`config.mk`:
```
export PLATFORM = sky130hd
export DESIGN_NAME = nvmc_top
export DESIGN_NICKNAME = d
export VERILOG_FILES = /design/src/rtl/nvmc_pkg.sv /design/src/rtl/nvmc_top.sv
export SDC_FILE = /design/constraint.sdc
export NUM_CORES = 1
export LEC_CHECK = 0
export BUFFER_PORTS_ARGS = -buffer_cell sky130_fd_sc_hd__buf_2
export CORE_UTILIZATION = 30
export DETAILED_ROUTE_END_ITERATION = 8
export PLACE_DENSITY = 0.54
export RECOVER_POWER = 50
export SETUP_SLACK_MARGIN = 0.1
export SYNTH_ARGS = -nofsm -noshare
export SYNTH_HDL_FRONTEND = slang
export SYNTH_SLANG_ARGS = --single-unit
```
`constraint.sdc`:
```
create_clock -name clk_sys -period 4.5 [get_ports clk_sys]
set_input_delay 0 -clock clk_sys [delete_from_list [all_inputs] [get_ports clk_sys]]
set_output_delay 0 -clock clk_sys [all_outputs]
set_load 0.05 [all_outputs]
```
`src/rtl/nvmc_pkg.sv`:
```
// Register map, field layout and reset values of the memory control block
package nvmc_pkg;

  // ==========================================================
  // Register indices; byte address is four times the index
  localparam logic [7:0] IDX_EPROM_CTRL = 8'h2b;
  localparam logic [7:0] IDX_EE_MAP = 8'h2d;
  localparam logic [7:0] IDX_BLOCK_PROT = 8'h35;
  localparam logic [7:0] IDX_OPTION = 8'h39;
  localparam logic [7:0] IDX_EE_CTRL = 8'h3b;
  localparam logic [7:0] IDX_MODE = 8'h3c;
  localparam logic [7:0] IDX_SYS_CFG = 8'h3f;

  // ==========================================================
  // EPROM programming control fields
  localparam int EP_MBE = 7;
  localparam int EP_LAT = 5;
  localparam int EP_XCOL = 4;
  localparam int EP_XROW = 3;
  localparam int EP_PGM = 0;
  localparam logic [7:0] EP_RESET = 8'h00;

  // ==========================================================
  // System configuration fields
  localparam int CFG_HIMAP = 3;
  localparam int CFG_PMEN = 1;
  localparam int CFG_EEEN = 0;

  // ==========================================================
  // EEPROM programming control fields
  localparam int EE_ODD = 7;
  localparam int EE_EVEN = 6;
  localparam int EE_BYTE = 4;
  localparam int EE_ROW = 3;
  localparam int EE_ERASE = 2;
  localparam int EE_LAT = 1;
  localparam int EE_PGM = 0;
  localparam logic [7:0] EE_CTRL_RESET = 8'h00;

  // ==========================================================
  // Other fields and reset values
  localparam int MAP_LO = 4;
  localparam int OPT_PUMP_CLOCK_SELECT = 3;
  localparam int MODE_BOOT = 7;
  localparam int MODE_SPEC = 6;
  localparam int MODE_EXP = 5;
  localparam logic [3:0] EE_PAGE_RESET = 4'h0;
  localparam logic [4:0] PROT_RESET = 5'h1f;
  localparam logic [6:0] PROT_WINDOW = 7'h40;

  // ==========================================================
  // Address windows
  localparam logic [15:0] PM_HI_BASE = 16'ha000;
  localparam logic [15:0] PM_LO_BASE = 16'h2000;
  localparam logic [15:0] PM_LO_TOP = 16'h7fff;
  localparam logic [11:0] EE_OFS_BASE = 12'hd80;
  localparam logic [15:0] BOOT_BASE = 16'hbe00;
  localparam logic [15:0] BOOT_TOP = 16'hbfff;
  localparam logic [11:0] PROT_B1 = 12'hda0;
  localparam logic [11:0] PROT_B2 = 12'hde0;
  localparam logic [11:0] PROT_B3 = 12'he60;
  localparam logic [11:0] PROT_B4 = 12'hf80;

  typedef enum logic [1:0] {SEQ_IDLE, SEQ_ARMED, SEQ_LOADED} nvmc_seq_t;

endpackage

```
`src/rtl/nvmc_top.sv`:
```
// Non-volatile memory mapping and EPROM/EEPROM programming control
// ==========================================================
`timescale 1ns/10ps
`default_nettype none

module nvmc_top
(
  // Clock and reset
  input wire logic clk_sys,
  input wire logic rst,
  // Mode straps, caught during reset
  input wire logic mode_special_pin,
  input wire logic mode_expanded_pin,
  // APB slave
  input wire logic psel,
  input wire logic penable,
  input wire logic pwrite,
  input wire logic [31:0] paddr,
  input wire logic [31:0] pwdata,
  output logic [31:0] prdata,
  output logic pready,
  output logic pslverr,
  // CPU memory bus
  input wire logic [15:0] mem_addr,
  input wire logic mem_rd,
  input wire logic mem_wr,
  input wire logic [7:0] mem_wdata,
  // Memory selects
  output logic prog_mem_sel,
  output logic eeprom_sel,
  output logic boot_rom_sel,
  output logic prog_mem_read_block,
  output logic eeprom_read_block,
  // EPROM array control
  output logic [14:0] eprom_array_addr,
  output logic [7:0] eprom_array_data,
  output logic eprom_pair_program,
  output logic eprom_user_array_off,
  output logic program_supply_pin,
  // EEPROM array control
  input wire logic rc_osc_tick,
  output logic [11:0] eeprom_target_ofs,
  output logic eeprom_pump_on,
  output logic eeprom_pump_clk_en,
  output logic pump_clock_select
);

  // ==========================================================
  // Helpers
  function automatic logic [2:0] prot_block(input logic [11:0] ofs);
    if (ofs < nvmc_pkg::PROT_B1)
      prot_block = 3'h0;
    else if (ofs < nvmc_pkg::PROT_B2)
      prot_block = 3'h1;
    else if (ofs < nvmc_pkg::PROT_B3)
      prot_block = 3'h2;
    else if (ofs < nvmc_pkg::PROT_B4)
      prot_block = 3'h3;
    else
      prot_block = 3'h4;
  endfunction

  function automatic logic reg_hit(input logic [31:0] a, input logic [7:0] idx);
    reg_hit = (a == {22'h0, idx, 2'b00});
  endfunction

  // ==========================================================
  // State
  logic spec_q;
  logic exp_q;
  logic boot_en_q;
  logic [7:0] ep_ctrl_q;
  logic cfg_himap_q;
  logic cfg_pmen_q;
  logic cfg_eeen_q;
  logic cfg_used_q;
  logic [3:0] ee_page_q;
  logic map_used_q;
  logic [7:0] ee_ctrl_q;
  logic [4:0] prot_q;
  logic [6:0] prot_cnt_q;
  logic pump_clock_select_q;
  logic [15:0] ep_addr_q;
  logic [7:0] ep_data_q;
  logic [11:0] ee_ofs_q;
  logic ee_hv_q;
  nvmc_pkg::nvmc_seq_t seq_q;
  logic [31:0] prdata_q;

  // ==========================================================
  // Bus decode
  logic wr_en;
  logic [7:0] wd;
  logic hit_ep;
  logic hit_map;
  logic hit_prot;
  logic hit_opt;
  logic hit_ee;
  logic hit_mode;
  logic hit_cfg;
  logic hit_any;
  logic test_mode;
  logic ep_lat;
  logic ep_pgm;

  assign wd = pwdata[7:0];
  assign hit_ep = reg_hit(paddr, nvmc_pkg::IDX_EPROM_CTRL);
  assign hit_map = reg_hit(paddr, nvmc_pkg::IDX_EE_MAP);
  assign hit_prot = reg_hit(paddr, nvmc_pkg::IDX_BLOCK_PROT);
  assign hit_opt = reg_hit(paddr, nvmc_pkg::IDX_OPTION);
  assign hit_ee = reg_hit(paddr, nvmc_pkg::IDX_EE_CTRL);
  assign hit_mode = reg_hit(paddr, nvmc_pkg::IDX_MODE);
  assign hit_cfg = reg_hit(paddr, nvmc_pkg::IDX_SYS_CFG);
  assign hit_any = hit_ep | hit_map | hit_prot | hit_opt | hit_ee
                   | hit_mode | hit_cfg;
  // One wait-free access phase; read data was taken in setup
  assign pready = psel & penable;
  assign pslverr = psel & penable & ~hit_any;
  assign wr_en = psel & penable & pwrite & hit_any;
  assign prdata = prdata_q;
  assign test_mode = spec_q & exp_q;
  assign ep_lat = ep_ctrl_q[nvmc_pkg::EP_LAT];
  assign ep_pgm = ep_ctrl_q[nvmc_pkg::EP_PGM];

  // ==========================================================
  // Mode straps and bootloader enable
  always_ff @(posedge clk_sys)
  begin
    if (rst)
    begin
      spec_q <= mode_special_pin;
      exp_q <= mode_expanded_pin;
      boot_en_q <= mode_special_pin;
    end
    else if (wr_en && hit_mode && spec_q)
    begin
      boot_en_q <= wd[nvmc_pkg::MODE_BOOT];
    end
  end

  // ==========================================================
  // System configuration, write-once in normal modes
  always_ff @(posedge clk_sys)
  begin
    if (rst)
    begin
      cfg_himap_q <= 1'b1;
      cfg_pmen_q <= ~(mode_special_pin & mode_expanded_pin);
      cfg_eeen_q <= 1'b1;
      cfg_used_q <= 1'b0;
    end
    else if (wr_en && hit_cfg && (spec_q || !cfg_used_q))
    begin
      cfg_himap_q <= wd[nvmc_pkg::CFG_HIMAP];
      cfg_pmen_q <= wd[nvmc_pkg::CFG_PMEN];
      cfg_eeen_q <= wd[nvmc_pkg::CFG_EEEN];
      cfg_used_q <= ~spec_q;
    end
  end

  // ==========================================================
  // EEPROM map position, write-once in normal modes
  always_ff @(posedge clk_sys)
  begin
    if (rst)
    begin
      ee_page_q <= nvmc_pkg::EE_PAGE_RESET;
      map_used_q <= 1'b0;
    end
    else if (wr_en && hit_map && (spec_q || !map_used_q))
    begin
      ee_page_q <= wd[nvmc_pkg::MAP_LO +: 4];
      map_used_q <= ~spec_q;
    end
  end

  // ==========================================================
  // Block protect and clock select
  // Clearing protection is a hazard, so outside special mode it is only open for the first 64 cycles after reset
  always_ff @(posedge clk_sys)
  begin
    if (rst)
    begin
      prot_q <= nvmc_pkg::PROT_RESET;
      prot_cnt_q <= 7'h00;
      pump_clock_select_q <= 1'b0;
    end
    else
    begin
      if (prot_cnt_q != nvmc_pkg::PROT_WINDOW)
        prot_cnt_q <= prot_cnt_q + 7'h01;
      if (wr_en && hit_prot)
      begin
        if (spec_q || prot_cnt_q != nvmc_pkg::PROT_WINDOW)
          prot_q <= wd[4:0];
        else
          prot_q <= prot_q | wd[4:0];
      end
      if (wr_en && hit_opt)
        pump_clock_select_q <= wd[nvmc_pkg::OPT_PUMP_CLOCK_SELECT];
    end
  end

  // ==========================================================
  // EPROM programming control
  always_ff @(posedge clk_sys)
  begin
    if (rst)
    begin
      ep_ctrl_q <= nvmc_pkg::EP_RESET;
    end
    else if (wr_en && hit_ep)
    begin
      if (!ep_pgm)
        ep_ctrl_q[nvmc_pkg::EP_LAT] <= wd[nvmc_pkg::EP_LAT];
      if (ep_lat)
        ep_ctrl_q[nvmc_pkg::EP_PGM] <= wd[nvmc_pkg::EP_PGM];
      if (test_mode)
      begin
        ep_ctrl_q[nvmc_pkg::EP_MBE] <= wd[nvmc_pkg::EP_MBE];
        ep_ctrl_q[nvmc_pkg::EP_XCOL] <= wd[nvmc_pkg::EP_XCOL];
        ep_ctrl_q[nvmc_pkg::EP_XROW] <= wd[nvmc_pkg::EP_XROW];
      end
    end
  end

  // ==========================================================
  // Memory decode
  logic pm_hit;
  logic ee_hit;
  logic [15:0] pm_ofs;
  logic [15:0] ea;

  always_comb
  begin
    if (cfg_himap_q || !exp_q)
    begin
      pm_hit = mem_addr >= nvmc_pkg::PM_HI_BASE;
      pm_ofs = mem_addr - nvmc_pkg::PM_HI_BASE;
    end
    else
    begin
      pm_hit = mem_addr >= nvmc_pkg::PM_LO_BASE
               && mem_addr <= nvmc_pkg::PM_LO_TOP;
      pm_ofs = mem_addr - nvmc_pkg::PM_LO_BASE;
    end
    pm_hit = pm_hit & cfg_pmen_q;
  end

  assign ee_hit = cfg_eeen_q
                  && mem_addr[15:12] == ee_page_q
                  && mem_addr[11:0] >= nvmc_pkg::EE_OFS_BASE;
  assign prog_mem_sel = pm_hit;
  assign eeprom_sel = ee_hit;
  // Boot ROM hosts the serial download utility
  assign boot_rom_sel = spec_q & boot_en_q
                        && mem_addr >= nvmc_pkg::BOOT_BASE
                        && mem_addr <= nvmc_pkg::BOOT_TOP;
  assign prog_mem_read_block = pm_hit & ep_lat;
  assign eeprom_read_block = ee_hit & ee_ctrl_q[nvmc_pkg::EE_LAT];

  // ==========================================================
  // EPROM address and data latch
  always_ff @(posedge clk_sys)
  begin
    if (rst)
    begin
      ep_addr_q <= 16'h0000;
      ep_data_q <= 8'h00;
    end
    else if (mem_wr && pm_hit && ep_lat && !ep_pgm)
    begin
      ep_addr_q <= pm_ofs;
      ep_data_q <= mem_wdata;
    end
  end

  always_comb
  begin
    ea = ep_addr_q;
    if (ep_ctrl_q[nvmc_pkg::EP_MBE])
      ea[5] = 1'b0;
    if (ep_ctrl_q[nvmc_pkg::EP_XCOL])
      ea = {4'h0, ep_addr_q[11:5], 5'h00};
    else if (ep_ctrl_q[nvmc_pkg::EP_XROW])
      ea = {10'h000, ep_addr_q[5:0]};
  end

  assign eprom_array_addr = ea[14:0];
  assign eprom_array_data = ep_data_q;
  assign eprom_pair_program = ep_ctrl_q[nvmc_pkg::EP_MBE];
  assign eprom_user_array_off = ep_ctrl_q[nvmc_pkg::EP_XCOL]
                                | ep_ctrl_q[nvmc_pkg::EP_XROW];
  // Supply only switched on; enable bit is software's duty
  assign program_supply_pin = ep_pgm & ep_lat;

  // ==========================================================
  // EEPROM control and enforced sequence
  logic both_new;
  logic ee_tgt_wr;

  assign both_new = wd[nvmc_pkg::EE_LAT] & wd[nvmc_pkg::EE_PGM]
                    & ~ee_ctrl_q[nvmc_pkg::EE_LAT];
  assign ee_tgt_wr = (mem_wr && ee_hit) || (wr_en && hit_cfg);

  always_ff @(posedge clk_sys)
  begin
    if (rst)
    begin
      ee_ctrl_q <= nvmc_pkg::EE_CTRL_RESET;
    end
    else if (wr_en && hit_ee)
    begin
      ee_ctrl_q[nvmc_pkg::EE_BYTE] <= wd[nvmc_pkg::EE_BYTE];
      ee_ctrl_q[nvmc_pkg::EE_ROW] <= wd[nvmc_pkg::EE_ROW];
      ee_ctrl_q[nvmc_pkg::EE_ERASE] <= wd[nvmc_pkg::EE_ERASE];
      if (test_mode)
      begin
        ee_ctrl_q[nvmc_pkg::EE_ODD] <= wd[nvmc_pkg::EE_ODD];
        ee_ctrl_q[nvmc_pkg::EE_EVEN] <= wd[nvmc_pkg::EE_EVEN];
      end
      if (both_new)
      begin
        ee_ctrl_q[nvmc_pkg::EE_LAT] <= 1'b0;
        ee_ctrl_q[nvmc_pkg::EE_PGM] <= 1'b0;
      end
      else
      begin
        ee_ctrl_q[nvmc_pkg::EE_LAT] <= wd[nvmc_pkg::EE_LAT];
        ee_ctrl_q[nvmc_pkg::EE_PGM] <= wd[nvmc_pkg::EE_PGM];
      end
    end
  end

  always_ff @(posedge clk_sys)
  begin
    if (rst)
    begin
      seq_q <= nvmc_pkg::SEQ_IDLE;
      ee_hv_q <= 1'b0;
      ee_ofs_q <= 12'h000;
    end
    else if (wr_en && hit_ee)
    begin
      ee_hv_q <= 1'b0;
      seq_q <= nvmc_pkg::SEQ_IDLE;
      if (wd[nvmc_pkg::EE_LAT] && !wd[nvmc_pkg::EE_PGM])
        seq_q <= nvmc_pkg::SEQ_ARMED;
      else if (wd[nvmc_pkg::EE_LAT] && wd[nvmc_pkg::EE_PGM] && !both_new
               && seq_q == nvmc_pkg::SEQ_LOADED)
      begin
        ee_hv_q <= ~prot_q[prot_block(ee_ofs_q)];
        seq_q <= nvmc_pkg::SEQ_LOADED;
      end
    end
    else if (ee_tgt_wr && !ee_hv_q && seq_q != nvmc_pkg::SEQ_IDLE)
    begin
      seq_q <= nvmc_pkg::SEQ_LOADED;
      ee_ofs_q <= (mem_wr && ee_hit) ? mem_addr[11:0] : nvmc_pkg::PROT_B4;
    end
  end

  assign eeprom_pump_on = ee_hv_q;
  assign eeprom_target_ofs = ee_ofs_q;
  assign pump_clock_select = pump_clock_select_q;
  assign eeprom_pump_clk_en = pump_clock_select_q ? rc_osc_tick : 1'b1;

  // ==========================================================
  // Read data, taken in the setup phase
  logic [7:0] rd;

  always_comb
  begin
    rd = 8'h00;
    if (hit_ep)
      rd = ep_ctrl_q;
    else if (hit_map)
      rd = {ee_page_q, 4'h0};
    else if (hit_prot)
      rd = {3'h0, prot_q};
    else if (hit_opt)
      rd = {4'h0, pump_clock_select_q, 3'h0};
    else if (hit_ee)
      rd = ee_ctrl_q;
    else if (hit_mode)
      rd = {boot_en_q, spec_q, exp_q, 5'h00};
    else if (hit_cfg)
      rd = {4'h0, cfg_himap_q, 1'b0, cfg_pmen_q, cfg_eeen_q};
  end

  always_ff @(posedge clk_sys)
  begin
    if (rst)
      prdata_q <= 32'h0000_0000;
    else if (psel && !penable)
      prdata_q <= {24'h00_0000, rd};
  end

endmodule

`default_nettype wire

```
==> flow_metrics.env, run 1 <==
export IMPL_status="finished with violations"
export IMPL_failed_checks="max-capacitance violations, max-slew violations"
export IMPL_ys_seq_area_share_pct=38.5
export IMPL_synth_flop_cell="dfxtp_1"
export IMPL_routed_wl_microns=12900
export IMPL_finalHoldViolCount=0
export IMPL_p_leak_nw=2.45
export IMPL_dp_cells=780
export IMPL_hold_path_class="primary input to flip-flop"
export IMPL_postCtsSetupRepairBufs=0
export IMPL_via_count=4057
export IMPL_syn_area_per_cell_sq_um=9.12
export IMPL_fmax_ghz=0.367
export IMPL_clock_skew_ps=8.38
export IMPL_cts_made_buffers=9
export IMPL_setup_viol=0
export IMPL_grt_pass1_vias=3929
export IMPL_num_rows=44
export IMPL_grt_pass1_wl_microns=20400
export IMPL_globalplace_congestion=0.835
export IMPL_htree_num_levels=3
export IMPL_path_delay_family="buffers and inverters"
export IMPL_initial_core_util_pct=30.5
export IMPL_vias_per_cell=4.91
export IMPL_path_cells="buf_2 > clkbuf_1 > nor2_1 > a22o_1"
export IMPL_period_needed_ps=2720
export IMPL_syn_area_sq_um=4420
export IMPL_track_usage_pct=17.7
export IMPL_fin_setup_tns_ps=0
export IMPL_worst_slack_ps=1780
export IMPL_ir_worst_vdd_v=0.000248
export IMPL_ys_ff_latch=83
export IMPL_grt_max_degree=62
export IMPL_routedWlPerCell_microns=15.6
export IMPL_path_clk_slew_ps=60
export IMPL_slew_violations=62
export IMPL_max_cap_violations=1
export IMPL_critPathBufInv=2
export IMPL_die_area_sq_um=15200
export IMPL_synthCells=485
export IMPL_ant_nets=0
export IMPL_core_area_sq_um=14500
export IMPL_cts_root_buffer="clkbuf_16"
export IMPL_fin_cells=827
export IMPL_tightestPinTransition_ps=2810
export IMPL_final_cell_area_sq_um=5700
export IMPL_final_util_pct=39.4
export IMPL_slew_headroom_pct=-87.7
export IMPL_worstSetupEndpointType="flip-flop"
export IMPL_cts_sinks=83
export IMPL_portBuffers=128
export IMPL_nets=739
export IMPL_holdWs_ps=37.2
export IMPL_io_pin_count=178
export IMPL_max_stage_delay_ps=1980
export IMPL_antenna_found_initial=0
export IMPL_antenna_cells=0
export IMPL_power_mw=1.72
export IMPL_cp_slowest_cell="clkbuf_1"
export IMPL_die_w_microns=123
export IMPL_rsz0062_at_grt="no"
export IMPL_clock_latency_ps=340
export IMPL_fin_crit_sh_pct=60.5
export IMPL_place_area_sq_um=5130
export IMPL_cts_tree="built"
export IMPL_gr_total_overflow=0
export IMPL_path_class="primary input to flip-flop"
export IMPL_drive_gt1_share_pct=20.2
export IMPL_die_y_microns=123
export IMPL_pre_cts_ws_ps=2320
export IMPL_first_pass_iters=4
export IMPL_cp_required_ps=4730
export IMPL_setup_worst_path_start_class="primary input"
export IMPL_cellPowerDensity_nw_per_um2=302
export IMPL_clockBufferDepth=2
export IMPL_yosys_warnings=0
export IMPL_initialDrtViolationCount=162
export IMPL_synth_distinct_cells=66
export IMPL_drcViolationCount=0
export IMPL_dp_hpwl_microns=9770
export IMPL_syn2layout_area_growth_pct=28.9
export IMPL_synth_edf_count=4
export IMPL_arrival_ps=2960
export IMPL_synthArstFlopShare_pct=0
export IMPL_cp_max_fo=61
kinds of logic (layout without fill, tap and decap cells):
kind of cell	Yosys count	after routing	synth area share, %
buf+inv	59	194	7.58
flops	83	83	38.5
xor+xnor	10	10	1.98
simple gates	201	201	26.9
other cells	1	24	0.0848
fa+ha+maj	3	3	0.849
mux	47	47	10.7
compound gates	81	81	13.4
per-layer routing:
layer  share of wire [%]  vias to the layer above  wire length (microns)  global-route usage (%)
li1                    -                     2009                      -                       -
met2                  48                      132                   6220                    29.4
met5                   0                        -                      0                       0
met4                 1.8                        0                    236                    5.27
met3                 6.2                       17                    804                    5.21
met1                  44                     1899                   5680                    22.0
registers in the layout, indices dropped and copies added, names as in the netlist, 2 cells and up:
name	count
ee_ctrl_q	7
ee_page_q	4
eeprom_target_ofs	12
ep_addr_q	15
ep_ctrl_q	5
eprom_array_data	8
prdata	8
prot_cnt_q	7
prot_q	5
seq_q	2
power breakdown:
| part | internal [mW] | switching (mW) | total (mW) |
|---|---|---|---|
| sequential | 0.747 | 0.00779 | 0.755 |
| combinational | 0.0636 | 0.125 | 0.188 |
| clock | 0.479 | 0.302 | 0.781 |
| total | 1.29 | 0.435 | 1.72 |
worst register-to-register path, stage by stage (launching register included):
cell and delay (ps):
edfxtp_1 590, inv_1 120, a2111o_1 460, nor4_4 340, mux2i_1 240, nor2_1 60
layout make-up:
cell class / instances / area, sq um
flip-flops and latches: 83 / 1700
clock inverters: 5 / 57.6
clock buffers: 11 / 264
inverters: 16 / 60.1
well taps: 184 / 230
repair buffers: 162 / 917
fillers: 1492 / 8780
multi-input cells: 366 / 2470
synth_stat cells, types with 5 or more instances:
cell | count | area (sq um)
dfxtp_1 | 79 | 1580
nor2_1 | 54 | 203
mux2i_1 | 44 | 440
nand2_1 | 32 | 120
buf_4 | 29 | 218
a21oi_1 | 23 | 115
nand3_1 | 17 | 85.1
and2_1 | 15 | 93.8
inv_1 | 15 | 56.3
nor2b_1 | 11 | 68.8
nand4_1 | 10 | 62.6
nor3_1 | 10 | 50.1
o21ai_0 | 10 | 50.1
nand2b_1 | 9 | 56.3
nor4_1 | 9 | 56.3
clkbuf_1 | 8 | 30.0
and3_1 | 7 | 43.8
nor4_4 | 7 | 149
xor2_1 | 6 | 52.6
a221o_1 | 5 | 50.1
a22o_1 | 5 | 43.8
and4_1 | 5 | 43.8
cells in the final DEF, fill, tap and decap left out, drive strengths merged, types with 5 or more instances in the layout:
master / count
o21ai: 11
and3: 7
buf: 88
xor2: 6
a21oi: 23
o211ai: 5
nand3: 17
nand2: 33
nor4: 17
conb: 24
inv: 16
dlygate4sd3: 31
nand2b: 9
a22o: 5
and4: 5
nand4: 12
nor2b: 11
mux2i: 44
nor3: 13
a221o: 5
clkbuf: 54
and2: 15
nor2: 54
dfxtp: 79
worst paths after layout:
path | slack (ps) | depth (start not counted) | startpoint | end
setup reg to reg | 2460 | 5 | spec_q | ee_page_q[0]
setup / recovery | 1780 | 4 | rst | prdata[2]
hold reg to reg | 450 | 1 | prdata[7] | prdata[7]
hold / removal | 40 | 4 | penable | prdata[3]
repair_timing:
item	in CTS	in global routing
hold buffers	31	0
endpoints found under the hold margin	47	0
gates resized for setup	0	0
(Power assumes the default switching activity.)
==> run 2: changes to the inputs <==
--- a/config.mk
+++ b/config.mk
@@ -8,7 +8,7 @@
 export BUFFER_PORTS_ARGS = -buffer_cell sky130_fd_sc_hd__buf_2
 export CORE_UTILIZATION = 30
 export DETAILED_ROUTE_END_ITERATION = 8
-export PLACE_DENSITY = 0.54
+export PLACE_DENSITY = 0.56
 export RECOVER_POWER = 50
 export SETUP_SLACK_MARGIN = 0.1
 export SYNTH_ARGS = -nofsm -noshare
==> constraint.sdc (replaced) <==
create_clock -name clk_sys -period 2.5 [get_ports clk_sys]
set_input_delay 0 -clock clk_sys [delete_from_list [all_inputs] [get_ports clk_sys]]
set_output_delay 0 -clock clk_sys [all_outputs]
set_load 0.05 [all_outputs]
==> run 2 against run 1 <==
The flow now finishes without violations. Final cell count up 0.36%. Total power up 85%. First-iteration DRC count up 23%. Routed wire length up 2.1%. Sequential share of layout area about the same. Clock skew up 0.68 ps. Critical path depth up 3. Flip-flop and latch count unchanged. Register-to-register slack worse by 1800 ps. Critical endpoint is now prog_mem_read_block. Largest power group unchanged.
==> flow_metrics.env, run 2 (synthesized netlist as in run 1, its figures left out) <==
export IMPL_status="completed"
export IMPL_clock_latency_ps=340
export IMPL_via_count=4103
export IMPL_first_pass_iters=4
export IMPL_arrival_ps=2020
export IMPL_cp_startpoint="mem_addr[5]"
export IMPL_drcViolationCount=0
export IMPL_path_class="primary input to output pin"
export IMPL_cts_tree="built"
export IMPL_cellPowerDensity_nw_per_um2=561
export IMPL_path_common_cell="buf_2"
export IMPL_path_cells="dlygate4sd3_1 > buf_2 > nor4_1 > a41o_1 > and3_1 > and2_1 > buf_2"
export IMPL_grt_pass1_vias=3943
export IMPL_htree_num_levels=3
export IMPL_cts_sinks=83
export IMPL_setup_worst_path_start_class="primary input"
export IMPL_initialDrtViolationCount=199
export IMPL_cp_max_fo=3
export IMPL_grt_max_degree=62
export IMPL_setup_viol=0
export IMPL_slew_headroom_pct=12.8
export IMPL_drive_gt1_share_pct=19.0
export IMPL_track_usage_pct=17.9
export IMPL_portBuffers=128
export IMPL_slew_violations=0
export IMPL_path_delay_family="buffers and inverters"
export IMPL_io_pin_count=178
export IMPL_grt_pass1_wl_microns=20600
export IMPL_rsz0062_at_grt="no"
export IMPL_power_mw=3.20
export IMPL_ant_nets=0
export IMPL_hold_path_class="primary input to flip-flop"
export IMPL_dp_hpwl_microns=10000
export IMPL_p_leak_nw=2.42
export IMPL_syn2layout_area_growth_pct=28.9
export IMPL_clockBufferDepth=2
export IMPL_tightestPinTransition_ps=1310
export IMPL_die_w_microns=123
export IMPL_worstSetupEndpointType="output pin"
export IMPL_gr_total_overflow=0
export IMPL_r2r_start="ee_page_q[2]"
export IMPL_path_clk_slew_ps=60
export IMPL_antenna_found_initial=0
export IMPL_core_area_sq_um=14500
export IMPL_die_y_microns=123
export IMPL_cp_slowest_cell="dlygate4sd3_1"
export IMPL_nets=742
export IMPL_num_rows=44
export IMPL_hold_start="mem_addr[8]"
export IMPL_largest_reg_flops=15
export IMPL_period_needed_ps=2020
export IMPL_finalHoldViolCount=0
export IMPL_fmax_ghz=0.496
export IMPL_final_cell_mix="79 x dfxtp_1, 79 x buf_2, 54 x nor2_1"
export IMPL_vias_per_cell=4.94
export IMPL_routed_wl_microns=13200
export IMPL_cts_made_buffers=9
export IMPL_fin_crit_sh_pct=80.7
export IMPL_routedWlPerCell_microns=15.9
export IMPL_cp_required_ps=2500
export IMPL_clock_skew_ps=9.06
export IMPL_max_cap_violations=0
export IMPL_top_register="ep_addr_q"
export IMPL_antenna_cells=0
export IMPL_globalplace_congestion=0.858
export IMPL_cts_root_buffer="clkbuf_16"
export IMPL_initial_core_util_pct=30.5
export IMPL_max_stage_delay_ps=560
export IMPL_cts_resized_gates=0
export IMPL_critPathBufInv=3
export IMPL_ir_worst_vdd_v=0.000291
export IMPL_fin_setup_tns_ps=0
export IMPL_die_area_sq_um=15200
run 2: changes by cell type in the layout (fill, tap and decap cells not counted), moves of 2 or more:
cell,change
dlygate4sd3_1,-3
clkbuf_1,+9
nor3_1,+2
buf_2,-7
buf_4,+4
run 2: per-layer routing:
metal  up-vias  routed length, microns  track usage (%)
met3        22                     817             4.66
met5         -                       0                0
met2       119                    6190             27.9
met1      1947                    5910             23.8
met4         0                     293             6.48
li1       2015                       -                -
run 2: worst reg2reg max path, delay by kind of cell, from the launching register on:
| family | cells | cell delay, ps |
|---|---|---|
| XOR/XNOR | 1 | 190 |
| flip-flops | 1 | 360 |
| AND/OR/NAND/NOR | 2 | 820 |
| multiplexers | 1 | 170 |
| AO/OA/AOI/OAI | 1 | 190 |
run 2: final timing paths:
check / end / slack, ps / depth (start not counted)
max: prog_mem_read_block / 480 / 7
min: ep_addr_q[8] / 7 / 3
max reg2reg: eeprom_target_ofs[5] / 630 / 5
min reg2reg: prdata[5] / 450 / 2
run 2: timing repair:
| item | in CTS | in global routing |
|---|---|---|
| hold buffers | 28 | 0 |
| setup endpoints to repair | 0 | 0 |
| hold endpoints to repair | 47 | 0 |
| setup buffers | 0 | 0 |
run 2: final cells by class:
class	count	area (sq um)
Fill cell	1506	8780
Multi-Input combinational cell	366	2430
Sequential cell	83	1700
Timing Repair Buffer	165	933
Clock buffer	13	272
Tap cell	184	230
Clock inverter	3	68.8
Inverter	16	60.1
run 2: metrics by stage:
| step | util (%) | setup WS (ps) | hold slack, ps | cells | instance area, sq um |
|---|---|---|---|---|---|
| after CTS | 40.1 | 429 | 8.69 | 830 | 5800 |
| after detailed placement | 35.8 | 525 | 195 | 786 | 5180 |
| final | 39.4 | 482 | 6.96 | 830 | 5700 |
| after global placement | 35.8 | 529 | 198 | 786 | 5180 |
| after floorplan | - | 786 | 98.9 | 508 | 4510 |
| after global routing | 39.4 | 350 | 26.7 | 830 | 5700 |
run 2: where the power goes:
part | total [mW] | internal [mW] | switching, mW | leakage, nW
Combinational | 0.340 | 0.112 | 0.228 | 1.57
Clock | 1.50 | 0.966 | 0.535 | 0.165
Sequential | 1.36 | 1.34 | 0.0114 | 0.676
Total | 3.20 | 2.42 | 0.775 | 2.42
==> run 3: changes to the inputs <==
--- a/config.mk
+++ b/config.mk
@@ -8,7 +8,7 @@
 export BUFFER_PORTS_ARGS = -buffer_cell sky130_fd_sc_hd__buf_2
 export CORE_UTILIZATION = 30
 export DETAILED_ROUTE_END_ITERATION = 8
-export PLACE_DENSITY = 0.56
+export PLACE_DENSITY = 0.54
 export RECOVER_POWER = 50
 export SETUP_SLACK_MARGIN = 0.1
 export SYNTH_ARGS = -nofsm -noshare
==> constraint.sdc (replaced) <==
create_clock -name clk_sys -period 2 [get_ports clk_sys]
set_input_delay 0 -clock clk_sys [delete_from_list [all_inputs] [get_ports clk_sys]]
set_output_delay 0 -clock clk_sys [all_outputs]
set_load 0.05 [all_outputs]
==> run 3 against run 2 <==
First-iteration DRC count increased by 64%. Critical path depth decreased by 1. Total power increased by 25%. Sequential power increased by 24%. Final cell count increased by 1.7%. Worst hold slack improved by 2.0 ps. Register-to-register slack got worse by 330 ps. Flip-flop and latch count unchanged. Die area unchanged. Clock-buffer cell count decreased by 1. Critical endpoint is now pslverr. Largest power group unchanged.
==> flow_metrics.env, run 3 (synthesized netlist as in run 1, its figures left out) <==
export IMPL_status="completed"
export IMPL_final_cell_area_sq_um=5830
export IMPL_ant_nets=0
export IMPL_dp_hpwl_microns=10200
export IMPL_pre_cts_ws_ps=197
export IMPL_globalplace_congestion=0.859
export IMPL_syn2layout_area_growth_pct=31.8
export IMPL_cts_made_buffers=9
export IMPL_hold_path_class="primary input to flip-flop"
export IMPL_cts_root_buffer="clkbuf_16"
export IMPL_nFillCells=1498
export IMPL_cts_sinks=83
export IMPL_rr_endpoint="eeprom_target_ofs[0]"
export IMPL_cellPowerDensity_nw_per_um2=685
export IMPL_gr_total_overflow=0
export IMPL_clock_latency_ps=340
export IMPL_seq_power_share_pct=42.4
export IMPL_slew_headroom_pct=55.9
export IMPL_initialDrtViolationCount=327
export IMPL_antenna_cells=0
export IMPL_p_clk_share_pct=46.6
export IMPL_vias_per_cell=4.95
export IMPL_power_mw=3.99
export IMPL_fmax_ghz=0.554
export IMPL_reg2regPathDepth=6
export IMPL_setup_viol=0
export IMPL_initial_core_util_pct=30.5
export IMPL_grt_max_degree=40
export IMPL_portBuffers=128
export IMPL_p_leak_nw=2.54
export IMPL_grt_pass1_vias=4084
export IMPL_period_needed_ps=1800
export IMPL_finalHoldViolCount=0
export IMPL_track_usage_pct=18.4
export IMPL_r2r_start="ee_page_q[2]"
export IMPL_die_area_sq_um=15200
export IMPL_fin_crit_sh_pct=90.2
export IMPL_drive_gt1_share_pct=21.8
export IMPL_rsz0062_at_grt="no"
export IMPL_netSwitchingFraction_pct=24.2
export IMPL_final_common_cell="buf_2"
export IMPL_routed_wl_microns=13400
export IMPL_p_int_mw=3.03
export IMPL_tightestPinTransition_ps=655
export IMPL_seqCellArea_sq_um=1700
export IMPL_multi_input_area_sq_um=2460
export IMPL_slew_violations=0
export IMPL_fin_setup_tns_ps=0
export IMPL_nets=756
export IMPL_arrival_ps=1800
export IMPL_clockBufferDepth=2
export IMPL_drcViolationCount=0
export IMPL_die_w_microns=123
export IMPL_cts_tree="built"
export IMPL_postCtsSetupRepairBufs=0
export IMPL_antenna_found_initial=0
export IMPL_largest_reg_flops=15
export IMPL_max_cap_violations=0
export IMPL_worst_slack_ps=195
export IMPL_r2r_setup_slack_ps=300
export IMPL_via_count=4181
export IMPL_combinationalPowerShare_pct=10.9
export IMPL_setup_worst_path_start_class="primary input"
export IMPL_cp_max_fo=7
export IMPL_final_util_pct=40.2
export IMPL_io_pin_count=178
export IMPL_worstSetupEndpointType="output pin"
export IMPL_ir_worst_vdd_v=0.000315
export IMPL_first_pass_iters=5
export IMPL_path_clk_slew_ps=60
export IMPL_p_switching_mw=0.965
export IMPL_clock_skew_ps=9.03
export IMPL_path_class="primary input to output pin"
export IMPL_htree_num_levels=3
export IMPL_cp_required_ps=2000
export IMPL_endpoint="pslverr"
export IMPL_num_rows=44
export IMPL_core_area_sq_um=14500
export IMPL_die_y_microns=123
export IMPL_grt_pass1_wl_microns=21300
export IMPL_final_cell_mix="85 x buf_2, 79 x dfxtp_1, 54 x nor2_1"
export IMPL_place_area_sq_um=5260
export IMPL_top_register="ep_addr_q"
export IMPL_routedWlPerCell_microns=15.9
export IMPL_cp_startpoint="paddr[11]"
-- run 3: power by group through the flow --
| stage | clock network, mW | logic [mW] | registers, mW |
|---|---|---|---|
| 2_1_floorplan | 0 | 0.266 | 1.73 |
| 3_3_place_gp | 0 | 0.386 | 1.73 |
| 3_5_place_dp | 0 | 0.390 | 1.73 |
| 4_1_cts | 1.91 | 0.438 | 1.69 |
| 5_1_grt | 1.98 | 0.474 | 1.70 |
| 6_report | 1.86 | 0.436 | 1.69 |
-- run 3: layout make-up --
cell class                 count  area share, %
timing repair buffer         179           17.7
clock buffer                  12           4.60
inverter                      16           1.03
tap                          184           3.95
clock inverter                 4           1.20
sequential                    83           29.2
multi-input combinational    366           42.3
-- run 3: worst max-delay path, stage by stage --
cell,delay [ps]
buf_2,100
nor4_1,590
and4_1,490
nand2_1,130
o31a_1,290
buf_2,210
-- run 3: worst min-delay path by stage --
stage	cells after the start	to	from
floorplan	0	exp_q	mode_expanded_pin
global placement	3	eprom_array_data[7]	mem_wdata[7]
detailed placement	1	exp_q	mode_expanded_pin
CTS	3	ep_addr_q[10]	mem_addr[10]
global route	3	ep_addr_q[7]	mem_addr[7]
finish	3	ep_addr_q[10]	mem_addr[10]
-- run 3: per-stage QoR --
step / hold slack [ps] / instances
final: 9.00 / 844
after detailed placement: 241 / 798
after CTS: 0.696 / 844
after global placement: 231 / 798
after floorplan: 98.9 / 508
after global routing: 26.8 / 844
-- run 3: timing repair --
item	in CTS	in global routing
hold endpoints to repair	45	0
hold buffers	30	0
resized for setup	0	2
endpoints found under the setup margin	0	9
-- run 3: layer usage --
metal / track usage (%) / share of wire [%] / up-vias
met2: 29.9 / 47 / 153
met4: 7.61 / 2.3 / 0
met3: 3.55 / 5.8 / 26
li1: - / - / 2048
met5: 0 / 0 / -
met1: 23.6 / 45 / 1954
